### src/ulm_params.svh
// register map and field positions of the line/modem block
`ifndef ULM_PARAMS_SVH
`define ULM_PARAMS_SVH
`define ULM_IDX_DATA        32'h0c000010
`define ULM_IDX_IER         32'h0c000011
`define ULM_IDX_FCR         32'h0c000012
`define ULM_IDX_LFC         32'h0c000013
`define ULM_IDX_MLC         32'h0c000014
`define ULM_IDX_MSR         32'h0c000016
`define ULM_IDX_IRQ_STAT    32'h0c000018
`define ULM_IDX_IRQ_EN      32'h0c000019
`define ULM_IDX_IRQ_CLR     32'h0c00001a
`define ULM_BYTE_ADDR(idx)  ((idx) << 2)
`define ULM_LFC_DLAB        7
`define ULM_LFC_BREAK       6
`define ULM_LFC_STICKY      5
`define ULM_LFC_EVEN        4
`define ULM_LFC_PAR_EN      3
`define ULM_LFC_STOP        2
`define ULM_LFC_LEN_HI      1
`define ULM_LFC_LEN_LO      0
`define ULM_LFC_RESET       8'h00
`define ULM_MLC_LOOP        4
`define ULM_MLC_AUX2        3
`define ULM_MLC_AUX1        2
`define ULM_MLC_RTS         1
`define ULM_MLC_DTR         0
`define ULM_MLC_WIDTH       5
`define ULM_MLC_RESET       5'h00
`define ULM_FCR_TRIG_HI     7
`define ULM_FCR_TRIG_LO     6
`define ULM_FCR_MODE        3
`define ULM_FCR_TX_CLR      2
`define ULM_FCR_RX_CLR      1
`define ULM_FCR_EN          0
`define ULM_IER_RX_DATA     0
`define ULM_IER_TX_EMPTY    1
`define ULM_IER_WIDTH       4
`define ULM_IRQ_MODEM       0
`define ULM_IRQ_TX_DONE     1
`define ULM_IRQ_RX_TRIG     2
`define ULM_IRQ_RX_TMO      3
`define ULM_IRQ_WIDTH       4
`define ULM_RESP_OKAY       2'b00
`define ULM_RESP_SLVERR     2'b10
`define ULM_MARK            1'b1
`define ULM_SPACE           1'b0
`define ULM_HALVES_BIT      3'h2
`define ULM_HALVES_STOP_1   3'h2
`define ULM_HALVES_STOP_15  3'h3
`define ULM_HALVES_STOP_2   3'h4
`define ULM_LEN_BASE        3'h4
`define ULM_LEN_MASK_SEED   8'he0

`endif

### src/ulm_pkg.sv
// types shared by the line/modem/loopback block
package ulm_pkg;

  typedef enum logic [2:0] {
    ULM_TX_IDLE   = 3'b000,
    ULM_TX_START  = 3'b001,
    ULM_TX_DATA   = 3'b010,
    ULM_TX_PARITY = 3'b011,
    ULM_TX_STOP   = 3'b100
  } ulm_tx_state_t;

endpackage : ulm_pkg

### src/ulm_tx_serializer.sv
// transmit shift path in half-bit steps
`timescale 1ns/100ps
`include "ulm_params.svh"

module ulm_tx_serializer #(
  parameter int DIV_W = 16
) (
  input  wire logic             aclk,
  input  wire logic             aresetn,
  input  wire logic             start,
  input  wire logic [7:0]       data,
  input  wire logic [1:0]       char_len,
  input  wire logic             parity_enable,
  input  wire logic             even_parity,
  input  wire logic             sticky_parity,
  input  wire logic             stop_select,
  input  wire logic [DIV_W-1:0] divisor,
  output logic                  serial_out,
  output logic                  busy,
  output logic                  done
);

  ulm_pkg::ulm_tx_state_t state;
  logic [DIV_W-1:0]       tick_cnt;
  logic [DIV_W-1:0]       last_cnt;
  logic [2:0]             half_cnt;
  logic [2:0]             halves_need;
  logic [2:0]             bit_idx;
  logic [2:0]             last_idx;
  logic [7:0]             shreg;
  logic [7:0]             len_mask;
  logic                   parity_bit;
  logic                   half_tick;
  logic                   bit_end;

  assign last_cnt  = (divisor == '0) ? '0 : divisor - DIV_W'(1);
  assign half_tick = (tick_cnt == last_cnt);
  assign last_idx  = {1'b0, char_len} + `ULM_LEN_BASE;
  assign len_mask  = ~(`ULM_LEN_MASK_SEED << char_len);

  // stop length in half bits
  always_comb begin
    if (state != ulm_pkg::ULM_TX_STOP)
      halves_need = `ULM_HALVES_BIT;
    else if (!stop_select)
      halves_need = `ULM_HALVES_STOP_1;
    else if (char_len == 2'b00)
      halves_need = `ULM_HALVES_STOP_15;
    else
      halves_need = `ULM_HALVES_STOP_2;
  end

  assign bit_end = half_tick && (half_cnt == halves_need - 3'h1);

  always_ff @(posedge aclk) begin
    if (!aresetn) begin
      tick_cnt <= '0;
      half_cnt <= 3'h0;
    end else if (state == ulm_pkg::ULM_TX_IDLE || bit_end) begin
      tick_cnt <= '0;
      half_cnt <= 3'h0;
    end else if (half_tick) begin
      tick_cnt <= '0;
      half_cnt <= half_cnt + 3'h1;
    end else begin
      tick_cnt <= tick_cnt + DIV_W'(1);
    end
  end

  always_ff @(posedge aclk) begin
    if (!aresetn) begin
      state      <= ulm_pkg::ULM_TX_IDLE;
      shreg      <= 8'h00;
      bit_idx    <= 3'h0;
      parity_bit <= 1'b0;
      done       <= 1'b0;
    end else begin
      done <= 1'b0;
      case (state)
        ulm_pkg::ULM_TX_IDLE: begin
          if (start) begin
            shreg   <= data & len_mask;
            bit_idx <= 3'h0;
            // sticky sends inverse of type bit
            if (sticky_parity)
              parity_bit <= ~even_parity;
            else if (even_parity)
              parity_bit <= ^(data & len_mask);
            else
              parity_bit <= ~^(data & len_mask);
            state <= ulm_pkg::ULM_TX_START;
          end
        end
        ulm_pkg::ULM_TX_START: begin
          if (bit_end)
            state <= ulm_pkg::ULM_TX_DATA;
        end
        ulm_pkg::ULM_TX_DATA: begin
          if (bit_end) begin
            shreg   <= {1'b0, shreg[7:1]};
            bit_idx <= bit_idx + 3'h1;
            // stop after the selected length
            if (bit_idx == last_idx)
              // parity bit only when enabled
              state <= parity_enable ? ulm_pkg::ULM_TX_PARITY : ulm_pkg::ULM_TX_STOP;
          end
        end
        ulm_pkg::ULM_TX_PARITY: begin
          if (bit_end)
            state <= ulm_pkg::ULM_TX_STOP;
        end
        ulm_pkg::ULM_TX_STOP: begin
          if (bit_end) begin
            state <= ulm_pkg::ULM_TX_IDLE;
            done  <= 1'b1;
          end
        end
        default: state <= ulm_pkg::ULM_TX_IDLE;
      endcase
    end
  end

  always_ff @(posedge aclk) begin
    if (!aresetn) begin
      serial_out <= `ULM_MARK;
      busy       <= 1'b0;
    end else begin
      busy <= (state != ulm_pkg::ULM_TX_IDLE) || start;
      case (state)
        ulm_pkg::ULM_TX_START:  serial_out <= `ULM_SPACE;
        ulm_pkg::ULM_TX_DATA:   serial_out <= shreg[0];
        ulm_pkg::ULM_TX_PARITY: serial_out <= parity_bit;
        default:                serial_out <= `ULM_MARK;
      endcase
    end
  end

endmodule : ulm_tx_serializer

### src/ulm_line_modem.sv
// line format, modem control and local loopback of the serial port unit
// Summary of operation
// FIFO enabled and low IER bit clear: polling
// polling suppresses trigger and timeout notification
// divisor access bit reroutes shared addresses
// break bit forces transmit line to space
// parity enable adds and checks parity
// even-parity select; sticky parity with others
// stop select: 1, 1.5 or 2 bits
// two bits choose five to eight data bits
// modem control bits 7..5 read zero
// written one drives request/ready pins low
// aux settings only act in loopback
// loopback: tx marks, rx ignored, shift looped
// loopback: modem inputs replaced, outputs high
// loopback modem interrupts come from control bits
// FIFO enable bit enables both FIFOs
// loopback pairs ready/set-ready, rts/cts, aux1/ri, aux2/dcd
`timescale 1ns/100ps
`include "ulm_params.svh"

module ulm_line_modem #(
  parameter int DIV_W = 16
) (
  input  wire logic        aclk,
  input  wire logic        aresetn,
  input  wire logic [31:0] awaddr,
  input  wire logic        awvalid,
  output logic             awready,
  input  wire logic [31:0] wdata,
  input  wire logic [3:0]  wstrb,
  input  wire logic        wvalid,
  output logic             wready,
  output logic [1:0]       bresp,
  output logic             bvalid,
  input  wire logic        bready,
  input  wire logic [31:0] araddr,
  input  wire logic        arvalid,
  output logic             arready,
  output logic [31:0]      rdata,
  output logic [1:0]       rresp,
  output logic             rvalid,
  input  wire logic        rready,
  output logic             serial_tx_pin,
  input  wire logic        serial_rx_pin,
  input  wire logic        set_ready_input_n,
  input  wire logic        clear_to_send_input_n,
  input  wire logic        carrier_detect_input_n,
  input  wire logic        call_alert_input_n,
  output logic             terminal_ready_output_n,
  output logic             request_to_send_output_n,
  output logic             rx_line_to_receiver,
  input  wire logic [7:0]  rx_buffer_data,
  output logic             rx_buffer_read,
  input  wire logic        rx_trigger_reached,
  input  wire logic        rx_timeout,
  output logic             fifo_enable_bit,
  output logic             fifo_mode_select,
  output logic [1:0]       rx_trigger_select,
  output logic             rx_fifo_clear,
  output logic             tx_fifo_clear,
  output logic             rx_polling_mode,
  output logic             tx_polling_mode,
  output logic             parity_check_enable,
  output logic             even_parity_select,
  output logic             sticky_parity,
  output logic             stop_bit_select,
  output logic [1:0]       char_length_select,
  output logic             irq
);

  localparam logic [31:0] ADDR_DATA     = `ULM_BYTE_ADDR(`ULM_IDX_DATA);
  localparam logic [31:0] ADDR_IER      = `ULM_BYTE_ADDR(`ULM_IDX_IER);
  localparam logic [31:0] ADDR_FCR      = `ULM_BYTE_ADDR(`ULM_IDX_FCR);
  localparam logic [31:0] ADDR_LFC      = `ULM_BYTE_ADDR(`ULM_IDX_LFC);
  localparam logic [31:0] ADDR_MLC      = `ULM_BYTE_ADDR(`ULM_IDX_MLC);
  localparam logic [31:0] ADDR_MSR      = `ULM_BYTE_ADDR(`ULM_IDX_MSR);
  localparam logic [31:0] ADDR_IRQ_STAT = `ULM_BYTE_ADDR(`ULM_IDX_IRQ_STAT);
  localparam logic [31:0] ADDR_IRQ_EN   = `ULM_BYTE_ADDR(`ULM_IDX_IRQ_EN);
  localparam logic [31:0] ADDR_IRQ_CLR  = `ULM_BYTE_ADDR(`ULM_IDX_IRQ_CLR);

  logic [7:0]                    line_format_control;
  logic [`ULM_MLC_WIDTH-1:0]     modem_line_control;
  logic [`ULM_IER_WIDTH-1:0]     interrupt_enable_reg;
  logic [DIV_W-1:0]              divisor_latch;
  logic [`ULM_IRQ_WIDTH-1:0]     irq_status;
  logic [`ULM_IRQ_WIDTH-1:0]     irq_enable;
  logic [`ULM_IRQ_WIDTH-1:0]     next_irq_status;
  logic [`ULM_IRQ_WIDTH-1:0]     irq_set;
  logic [`ULM_IRQ_WIDTH-1:0]     irq_clear;

  logic        aw_have;
  logic        w_have;
  logic [31:0] aw_addr;
  logic [31:0] w_data;
  logic [3:0]  w_strb;
  logic        wr_fire;
  logic        wr_byte;
  logic        rd_fire;
  logic        dlab;
  logic        loopback;
  logic [31:0] rd_value;
  logic        rd_mapped;

  logic        tx_start;
  logic        tx_busy;
  logic        tx_done;
  logic        tx_shift_out;
  logic [3:0]  modem_now;
  logic [3:0]  modem_prev;
  logic        modem_seen;

  assign dlab     = line_format_control[`ULM_LFC_DLAB];
  assign loopback = modem_line_control[`ULM_MLC_LOOP];
  assign wr_fire  = aw_have && w_have && !bvalid;
  assign wr_byte  = wr_fire && w_strb[0];
  assign rd_fire  = arvalid && arready;

  // write address channel
  always_ff @(posedge aclk) begin
    if (!aresetn) begin
      aw_have <= 1'b0;
      awready <= 1'b0;
      aw_addr <= 32'h0;
    end else begin
      if (awvalid && awready) begin
        aw_have <= 1'b1;
        awready <= 1'b0;
        aw_addr <= awaddr;
      end else if (!aw_have && !bvalid) begin
        awready <= 1'b1;
      end
      if (wr_fire)
        aw_have <= 1'b0;
    end
  end

  // write data channel
  always_ff @(posedge aclk) begin
    if (!aresetn) begin
      w_have <= 1'b0;
      wready <= 1'b0;
      w_data <= 32'h0;
      w_strb <= 4'h0;
    end else begin
      if (wvalid && wready) begin
        w_have <= 1'b1;
        wready <= 1'b0;
        w_data <= wdata;
        w_strb <= wstrb;
      end else if (!w_have && !bvalid) begin
        wready <= 1'b1;
      end
      if (wr_fire)
        w_have <= 1'b0;
    end
  end

  // write response
  always_ff @(posedge aclk) begin
    if (!aresetn) begin
      bvalid <= 1'b0;
      bresp  <= `ULM_RESP_OKAY;
    end else if (wr_fire) begin
      bvalid <= 1'b1;
      case (aw_addr)
        ADDR_DATA, ADDR_IER, ADDR_FCR, ADDR_LFC, ADDR_MLC,
        ADDR_IRQ_EN, ADDR_IRQ_CLR: bresp <= `ULM_RESP_OKAY;
        default:                   bresp <= `ULM_RESP_SLVERR;
      endcase
    end else if (bvalid && bready) begin
      bvalid <= 1'b0;
    end
  end

  // register writes
  always_ff @(posedge aclk) begin
    if (!aresetn) begin
      line_format_control  <= `ULM_LFC_RESET;
      modem_line_control   <= `ULM_MLC_RESET;
      interrupt_enable_reg <= '0;
      divisor_latch        <= '0;
      irq_enable           <= '0;
    end else if (wr_byte) begin
      case (aw_addr)
        // shared addresses follow the divisor access bit
        ADDR_DATA: if (dlab) divisor_latch[7:0] <= w_data[7:0];
        ADDR_IER:
          if (dlab)
            divisor_latch[DIV_W-1:8] <= w_data[DIV_W-9:0];
          else
            interrupt_enable_reg <= w_data[`ULM_IER_WIDTH-1:0];
        ADDR_LFC:    line_format_control <= w_data[7:0];
        ADDR_MLC:    modem_line_control  <= w_data[`ULM_MLC_WIDTH-1:0];
        ADDR_IRQ_EN: irq_enable          <= w_data[`ULM_IRQ_WIDTH-1:0];
        default: ;
      endcase
    end
  end

  // fifo control; clear bits only pulse
  always_ff @(posedge aclk) begin
    if (!aresetn) begin
      fifo_enable_bit   <= 1'b0;
      fifo_mode_select  <= 1'b0;
      rx_trigger_select <= 2'b00;
      rx_fifo_clear     <= 1'b0;
      tx_fifo_clear     <= 1'b0;
    end else begin
      rx_fifo_clear <= 1'b0;
      tx_fifo_clear <= 1'b0;
      if (wr_byte && aw_addr == ADDR_FCR) begin
        // one bit enables both fifos
        fifo_enable_bit   <= w_data[`ULM_FCR_EN];
        fifo_mode_select  <= w_data[`ULM_FCR_MODE];
        rx_trigger_select <= w_data[`ULM_FCR_TRIG_HI:`ULM_FCR_TRIG_LO];
        rx_fifo_clear     <= w_data[`ULM_FCR_RX_CLR];
        tx_fifo_clear     <= w_data[`ULM_FCR_TX_CLR];
      end
    end
  end

  // holding register write starts the shift path
  assign tx_start = wr_byte && !dlab && (aw_addr == ADDR_DATA) && !tx_busy;

  ulm_tx_serializer #(
    .DIV_W (DIV_W)
  ) u_tx (
    .aclk          (aclk),
    .aresetn       (aresetn),
    .start         (tx_start),
    .data          (w_data[7:0]),
    .char_len      (line_format_control[`ULM_LFC_LEN_HI:`ULM_LFC_LEN_LO]),
    .parity_enable (line_format_control[`ULM_LFC_PAR_EN]),
    .even_parity   (line_format_control[`ULM_LFC_EVEN]),
    .sticky_parity (line_format_control[`ULM_LFC_STICKY]),
    .stop_select   (line_format_control[`ULM_LFC_STOP]),
    .divisor       (divisor_latch),
    .serial_out    (tx_shift_out),
    .busy          (tx_busy),
    .done          (tx_done)
  );

  // format settings handed to the receiver
  always_ff @(posedge aclk) begin
    if (!aresetn) begin
      parity_check_enable <= 1'b0;
      even_parity_select  <= 1'b0;
      sticky_parity       <= 1'b0;
      stop_bit_select     <= 1'b0;
      char_length_select  <= 2'b00;
    end else begin
      // receive check follows the same enable
      parity_check_enable <= line_format_control[`ULM_LFC_PAR_EN];
      // parity type passed as is; sticky combines with enable
      even_parity_select  <= line_format_control[`ULM_LFC_EVEN];
      sticky_parity       <= line_format_control[`ULM_LFC_STICKY] & line_format_control[`ULM_LFC_PAR_EN];
      stop_bit_select     <= line_format_control[`ULM_LFC_STOP];
      // same length for receive
      char_length_select  <= line_format_control[`ULM_LFC_LEN_HI:`ULM_LFC_LEN_LO];
    end
  end

  // line and modem pins
  always_ff @(posedge aclk) begin
    if (!aresetn) begin
      serial_tx_pin            <= `ULM_MARK;
      rx_line_to_receiver      <= `ULM_MARK;
      terminal_ready_output_n  <= 1'b1;
      request_to_send_output_n <= 1'b1;
    end else begin
      // break wins over everything
      if (line_format_control[`ULM_LFC_BREAK])
        serial_tx_pin <= `ULM_SPACE;
      // loopback holds the pin at mark
      else if (loopback)
        serial_tx_pin <= `ULM_MARK;
      else
        serial_tx_pin <= tx_shift_out;
      // receiver fed from the shift output
      rx_line_to_receiver <= loopback ? tx_shift_out : serial_rx_pin;
      // pins inactive in loopback
      // written one gives a low pin
      terminal_ready_output_n  <= loopback | ~modem_line_control[`ULM_MLC_DTR];
      request_to_send_output_n <= loopback | ~modem_line_control[`ULM_MLC_RTS];
    end
  end

  // modem status view: {dcd, ri, dsr, cts}, active high
  always_comb begin
    // inputs cut off in loopback
    if (loopback) begin
      // customary pairing
      // aux settings only reach anything here
      modem_now = {modem_line_control[`ULM_MLC_AUX2], modem_line_control[`ULM_MLC_AUX1],
                   modem_line_control[`ULM_MLC_DTR], modem_line_control[`ULM_MLC_RTS]};
    end else begin
      modem_now = {~carrier_detect_input_n, ~call_alert_input_n,
                   ~set_ready_input_n, ~clear_to_send_input_n};
    end
  end

  always_ff @(posedge aclk) begin
    if (!aresetn) begin
      modem_prev <= 4'h0;
      modem_seen <= 1'b0;
    end else begin
      modem_prev <= modem_now;
      modem_seen <= 1'b1;
    end
  end

  // polling per side when fifos on and enable bit clear
  always_ff @(posedge aclk) begin
    if (!aresetn) begin
      rx_polling_mode <= 1'b0;
      tx_polling_mode <= 1'b0;
    end else begin
      rx_polling_mode <= fifo_enable_bit & ~interrupt_enable_reg[`ULM_IER_RX_DATA];
      tx_polling_mode <= fifo_enable_bit & ~interrupt_enable_reg[`ULM_IER_TX_EMPTY];
    end
  end

  // interrupt events
  always_comb begin
    irq_set = '0;
    // modem changes from control bits in loopback
    irq_set[`ULM_IRQ_MODEM]   = modem_seen && (modem_now != modem_prev);
    irq_set[`ULM_IRQ_TX_DONE] = tx_done && !tx_polling_mode;
    // polling drops trigger and timeout notice
    irq_set[`ULM_IRQ_RX_TRIG] = rx_trigger_reached && !rx_polling_mode;
    irq_set[`ULM_IRQ_RX_TMO]  = rx_timeout && !rx_polling_mode;
    irq_clear = (wr_byte && aw_addr == ADDR_IRQ_CLR) ? w_data[`ULM_IRQ_WIDTH-1:0] : '0;
    // set wins over a clear in the same cycle
    next_irq_status = (irq_status & ~irq_clear) | irq_set;
  end

  always_ff @(posedge aclk) begin
    if (!aresetn) begin
      irq_status <= '0;
      irq        <= 1'b0;
    end else begin
      irq_status <= next_irq_status;
      irq        <= |(next_irq_status & irq_enable);
    end
  end

  // read mux
  always_comb begin
    rd_value  = 32'h0;
    rd_mapped = 1'b1;
    case (araddr)
      // divisor latch or buffer/enables
      ADDR_DATA: rd_value[7:0] = dlab ? divisor_latch[7:0] : rx_buffer_data;
      ADDR_IER:
        if (dlab)
          rd_value[DIV_W-9:0] = divisor_latch[DIV_W-1:8];
        else
          rd_value[`ULM_IER_WIDTH-1:0] = interrupt_enable_reg;
      ADDR_FCR:      rd_value = 32'h0;
      ADDR_LFC:      rd_value[7:0] = line_format_control;
      // upper bits stay zero
      ADDR_MLC:      rd_value[`ULM_MLC_WIDTH-1:0] = modem_line_control;
      ADDR_MSR:      rd_value[3:0] = modem_now;
      ADDR_IRQ_STAT: rd_value[`ULM_IRQ_WIDTH-1:0] = irq_status;
      ADDR_IRQ_EN:   rd_value[`ULM_IRQ_WIDTH-1:0] = irq_enable;
      ADDR_IRQ_CLR:  rd_value = 32'h0;
      default:       rd_mapped = 1'b0;
    endcase
  end

  // read channel
  always_ff @(posedge aclk) begin
    if (!aresetn) begin
      arready        <= 1'b0;
      rvalid         <= 1'b0;
      rdata          <= 32'h0;
      rresp          <= `ULM_RESP_OKAY;
      rx_buffer_read <= 1'b0;
    end else begin
      rx_buffer_read <= 1'b0;
      if (rd_fire) begin
        arready        <= 1'b0;
        rvalid         <= 1'b1;
        rdata          <= rd_value;
        rresp          <= rd_mapped ? `ULM_RESP_OKAY : `ULM_RESP_SLVERR;
        rx_buffer_read <= (araddr == ADDR_DATA) && !dlab;
      end else if (rvalid && rready) begin
        rvalid <= 1'b0;
      end else if (!rvalid) begin
        arready <= 1'b1;
      end
    end
  end

endmodule : ulm_line_modem

### config.mk
export PLATFORM = sky130hd
export DESIGN_NAME = ulm_line_modem
export DESIGN_NICKNAME = d
export VERILOG_FILES = /design/src/ulm_pkg.sv /design/src/ulm_tx_serializer.sv /design/src/ulm_line_modem.sv
export VERILOG_INCLUDE_DIRS = /design/src
export SDC_FILE = /design/constraint.sdc
export NUM_CORES = 1
export LEC_CHECK = 0
export ABC_CLOCK_PERIOD_IN_PS = 3000
export BUFFER_PORTS_ARGS = -buffer_cell sky130_fd_sc_hd__buf_2
export CAP_MARGIN = 0
export CORE_MARGIN = 2
export CORE_UTILIZATION = 46
export DETAILED_ROUTE_END_ITERATION = 10
export HOLD_SLACK_MARGIN = 0.08
export PLACE_DENSITY = 0.81
export SLEW_MARGIN = 20
export SYNTH_ARGS = -nofsm -noshare
export SYNTH_HDL_FRONTEND = slang
export SYNTH_SLANG_ARGS = --single-unit
### constraint.sdc
create_clock -name aclk -period 3 [get_ports aclk]
set_input_delay 0.45 -clock aclk [delete_from_list [all_inputs] [get_ports aclk]]
set_output_delay 0.45 -clock aclk [all_outputs]
set_load 0.02 [all_outputs]
==> load_flow_metrics.sql <==
INSERT INTO impl_metrics (metric_group, metric, value, unit) VALUES
('run_status', 'outcome', 'complete, no violations', ''),
('logic_synthesis', 'synth_top_area_cell', 'sky130_fd_sc_hd__dfxtp_1', ''),
('cells_and_area', 'n_antenna_cell', '0', ''),
('place', 'sum_of_net_half_perimeters_after_detailed_placement', '15300', 'µm'),
('clock_tree', 'cts_buffers', '17', ''),
('routing', 'detail_route.vias_per_cell', '5.44', ''),
('sta', 'final.setup.tns', '0', 'ns'),
('global_route', 'grt_pass1_wl', '33900', 'µm'),
('min_path', 'hold_class', 'in2reg', ''),
('setup_path', 'worstPathArrival', '3.35', 'ns'),
('sta', 'fin_crit_sh', '0.996', ''),
('floorplan', 'initial_core_utilization', '0.469', ''),
('cells_and_area', 'largest_register', 'aw_addr', ''),
('global_route', 'globalRoute.busiestLayer', 'met2', ''),
('sta', 'rsz0062_at_grt', 'true', ''),
('global_route', 'globalRouteOverflowTotal', '0', ''),
('routing', 'routed_wirelength', '21300', 'µm'),
('logic_synthesis', 'synth_cells', '977', ''),
('clock_tree', 'cts.path.max_buffers', '2', ''),
('logic_synthesis', 'synthMostInstantiatedCell', 'sky130_fd_sc_hd__nand2_1', ''),
('global_route', 'grt_start_max_net_pins', '60', ''),
('floorplan', 'rows', '48', ''),
('logic_synthesis', 'top_reg_cell_synth', 'sky130_fd_sc_hd__dfxtp_1', ''),
('routing', 'detailroute.via_count', '7493', ''),
('routing', 'ant_nets', '0', ''),
('clock_tree', 'clock_latency_on_the_worst_skew_pair', '0.43', 'ns'),
('logic_synthesis', 'netlist_area', '8090', 'µm²'),
('sta', 'finalHoldViolCount', '0', ''),
('logic_synthesis', 'sequential_to_total_area_share_from_yosys_stat', '0.398', ''),
('setup_path', 'critPathCaptureType', 'register', ''),
('run', 'drv_cap', '0', ''),
('logic_synthesis', 'netlist_top_cells_count', '171 x sky130_fd_sc_hd__nand2_1, 161 x sky130_fd_sc_hd__dfxtp_1, 82 x sky130_fd_sc_hd__nor2_1', ''),
('place', 'io_buffer_count', '129', ''),
('global_route', 'grt.met1_usage', '0.288', ''),
('logic_synthesis', 'yosys_register_bits', '161', ''),
('setup_path', 'critical_path_required', '3.37', 'ns'),
('cells_and_area', 'final_net_count', '1267', ''),
('pwr', 'pwr_density_cell', '488', 'nW/µm²'),
('sta', 'timing.fmax', '335', 'MHz'),
('pwr', 'leakage_power_summed_over_all_cells', '0.00423', 'µW'),
('global_route', 'grt_antenna_before_repair', '0', ''),
('setup_path', 'critical_path.max_fanout', '5', ''),
('floorplan', 'die-area', '18700', 'µm²'),
('cells_and_area', 'largest_register_ffs', '32', ''),
('routing', 'detailed_routing_iterations_pass_1', '8', ''),
('cells_and_area', 'synthToLayoutAreaGrowth', '23.9', '%'),
('floorplan', 'dieHeight', '137', 'µm'),
('clock_tree', 'cts.root.buffer_cell', 'sky130_fd_sc_hd__clkbuf_16', ''),
('place', 'gp_routability_congestion', '0.910', ''),
('setup_path', 'timing.critical_path.from_type', 'register', ''),
('logic_synthesis', 'yosysUniqueCellTypes', '67', ''),
('clock_tree', 'clock_pin_slew_reported_for_the_worst_setup_and_hold_paths_after_clock_tree_synthesis', '0.07', 'ns'),
('floorplan', 'boundaryPins', '183', ''),
('sta', 'final-max-slew-violation-count', '0', ''),
('clock_tree', 'cts_tree', 'done', ''),
('routing', 'drt_iter0_drc', '545', ''),
('logic_synthesis', 'synth_enable_flop_cells', '0', ''),
('cells_and_area', 'layout-drive-gt1-share', '0.243', ''),
('cells_and_area', 'top_regs', 'aw_addr x32, divisor_latch x16, u_tx.tick_cnt x16', ''),
('sta', 'worst_margin_pin_slew', '1.01', 'ns'),
('routing', 'drc', '0', ''),
('sta', 'slew-limit-headroom', '0.328', ''),
('global_route', 'grt_use_met2', '0.385', ''),
('logic_synthesis', 'ys_async_sr_fraction', '0', ''),
('sta', 'timing.clock.skew', '0.0130', 'ns'),
('clock_tree', 'ctsHtreeMaxLevel', '4', ''),
('setup_path', 'setup.worst_path.class', 'reg2reg', ''),
('logic_synthesis', 'post-synth-top-area-fraction', '0.398', ''),
('sta', 'report.final.setup_viol', '0', ''),
('global_route', 'globalRouteMet3Util', '0.0578', ''),
('sta', 'fin_crit', '2.99', 'ns');
logic make-up after synthesis:
group | count (synthesis) | synth area share
compound gates | 159 | 0.138
xor+xnor | 48 | 0.0520
fa+ha+maj | 5 | 0.00773
buf+inv | 104 | 0.0617
flops | 161 | 0.398
mux | 55 | 0.0697
other cells | 1 | 0.000463
simple gates | 444 | 0.272
timing repair:
action	4_1_cts	5_1_grt
setup buffers	3	5
gates cloned	1	0
hold buffers	0	0
gates resized for setup	6	22
pin swaps	1	17
setup endpoints to repair	14	32
endpoints found under the hold margin	0	0
path summary, 6_finish.rpt:
kind,start,endpoint,slack (ns),depth (start not counted)
max,divisor_latch[0]$_SDFFE_PN0P_,u_tx.state[1]$_SDFFE_PN0P_,0.01,11
max reg2reg,divisor_latch[0]$_SDFFE_PN0P_,u_tx.state[1]$_SDFFE_PN0P_,0.01,11
min reg2reg,modem_line_control[0]$_SDFFE_PN0P_,terminal_ready_output_n$_SDFF_PN1_,0.44,1
min,serial_rx_pin,rx_line_to_receiver$_SDFF_PN1_,0.23,3
through the flow:
stage	worst slack [ns]	cell area, µm²	cells	utilization	power, µW
global route	-0.111	10000	1378	0.582	5080
detailed placement	-0.153	9190	1337	0.533	2680
global placement	-0.0723	9190	1337	0.533	2670
CTS	0.00265	9880	1373	0.573	4910
finish	0.0123	10000	1378	0.582	4890
floorplan	-0.0000411	8210	1002	-	2560
cell usage in the layout, fill, tap and decap left out, types with 4 or more instances in the layout:
cell / count
sky130_fd_sc_hd__o21ai_0: 17
sky130_fd_sc_hd__nand2b_1: 7
sky130_fd_sc_hd__o211ai_1: 7
sky130_fd_sc_hd__and4_1: 6
sky130_fd_sc_hd__a21boi_0: 46
sky130_fd_sc_hd__dfxtp_1: 159
sky130_fd_sc_hd__ha_1: 4
sky130_fd_sc_hd__a222oi_1: 4
sky130_fd_sc_hd__buf_2: 129
sky130_fd_sc_hd__xnor2_1: 28
sky130_fd_sc_hd__conb_1: 26
sky130_fd_sc_hd__a22oi_1: 12
sky130_fd_sc_hd__nor4_1: 13
sky130_fd_sc_hd__buf_4: 63
sky130_fd_sc_hd__nor2b_1: 30
sky130_fd_sc_hd__and3_1: 13
sky130_fd_sc_hd__a21oi_1: 36
sky130_fd_sc_hd__nand3_1: 29
sky130_fd_sc_hd__or3_1: 4
sky130_fd_sc_hd__or2_2: 9
sky130_fd_sc_hd__inv_1: 24
sky130_fd_sc_hd__nor2_1: 81
sky130_fd_sc_hd__mux2i_1: 44
sky130_fd_sc_hd__nor3_1: 12
sky130_fd_sc_hd__nand3b_1: 4
sky130_fd_sc_hd__clkbuf_16: 17
sky130_fd_sc_hd__nand2_1: 169
sky130_fd_sc_hd__mux2_2: 11
sky130_fd_sc_hd__clkinv_8: 6
sky130_fd_sc_hd__inv_8: 5
sky130_fd_sc_hd__xor2_1: 16
sky130_fd_sc_hd__nor4b_1: 6
sky130_fd_sc_hd__nor3b_1: 4
sky130_fd_sc_hd__and2_1: 16
sky130_fd_sc_hd__nand4_1: 16
routing by layer:
layer / up-vias / wire, µm
li1: 3655 / -
met1: 3491 / 9030
met2: 302 / 10100
met3: 45 / 1600
met4: 0 / 571
met5: - / 0
power breakdown:
group / internal (µW) / switching (µW) / leakage [µW]
clock: 1220 / 1030 / 0.000308
combinational: 169 / 232 / 0.00262
sequential: 2190 / 47.2 / 0.00131
critical path, cell delays in order, from the launching register on:
cell                        delay (ns)
sky130_fd_sc_hd__dfxtp_4          0.37
sky130_fd_sc_hd__inv_4            0.06
sky130_fd_sc_hd__ha_4             0.11
sky130_fd_sc_hd__nor3b_4          0.30
sky130_fd_sc_hd__and3_4           0.28
sky130_fd_sc_hd__a311oi_1         0.10
sky130_fd_sc_hd__or4b_4           0.51
sky130_fd_sc_hd__a2111oi_4        0.20
sky130_fd_sc_hd__buf_4            0.21
sky130_fd_sc_hd__nand4_4          0.12
sky130_fd_sc_hd__or4b_1           0.54
sky130_fd_sc_hd__a21boi_1         0.12
layout make-up:
type	count	area (µm²)	area share
tap	225	282	0.0281
inverter	26	100	0.00998
clock inverter	15	210	0.0210
multi-input combinational	738	4610	0.460
timing repair buffer	196	1170	0.117
sequential	161	3230	0.322
clock buffer	17	425	0.0424
Note: power is estimated with default switching activity, not from simulation.
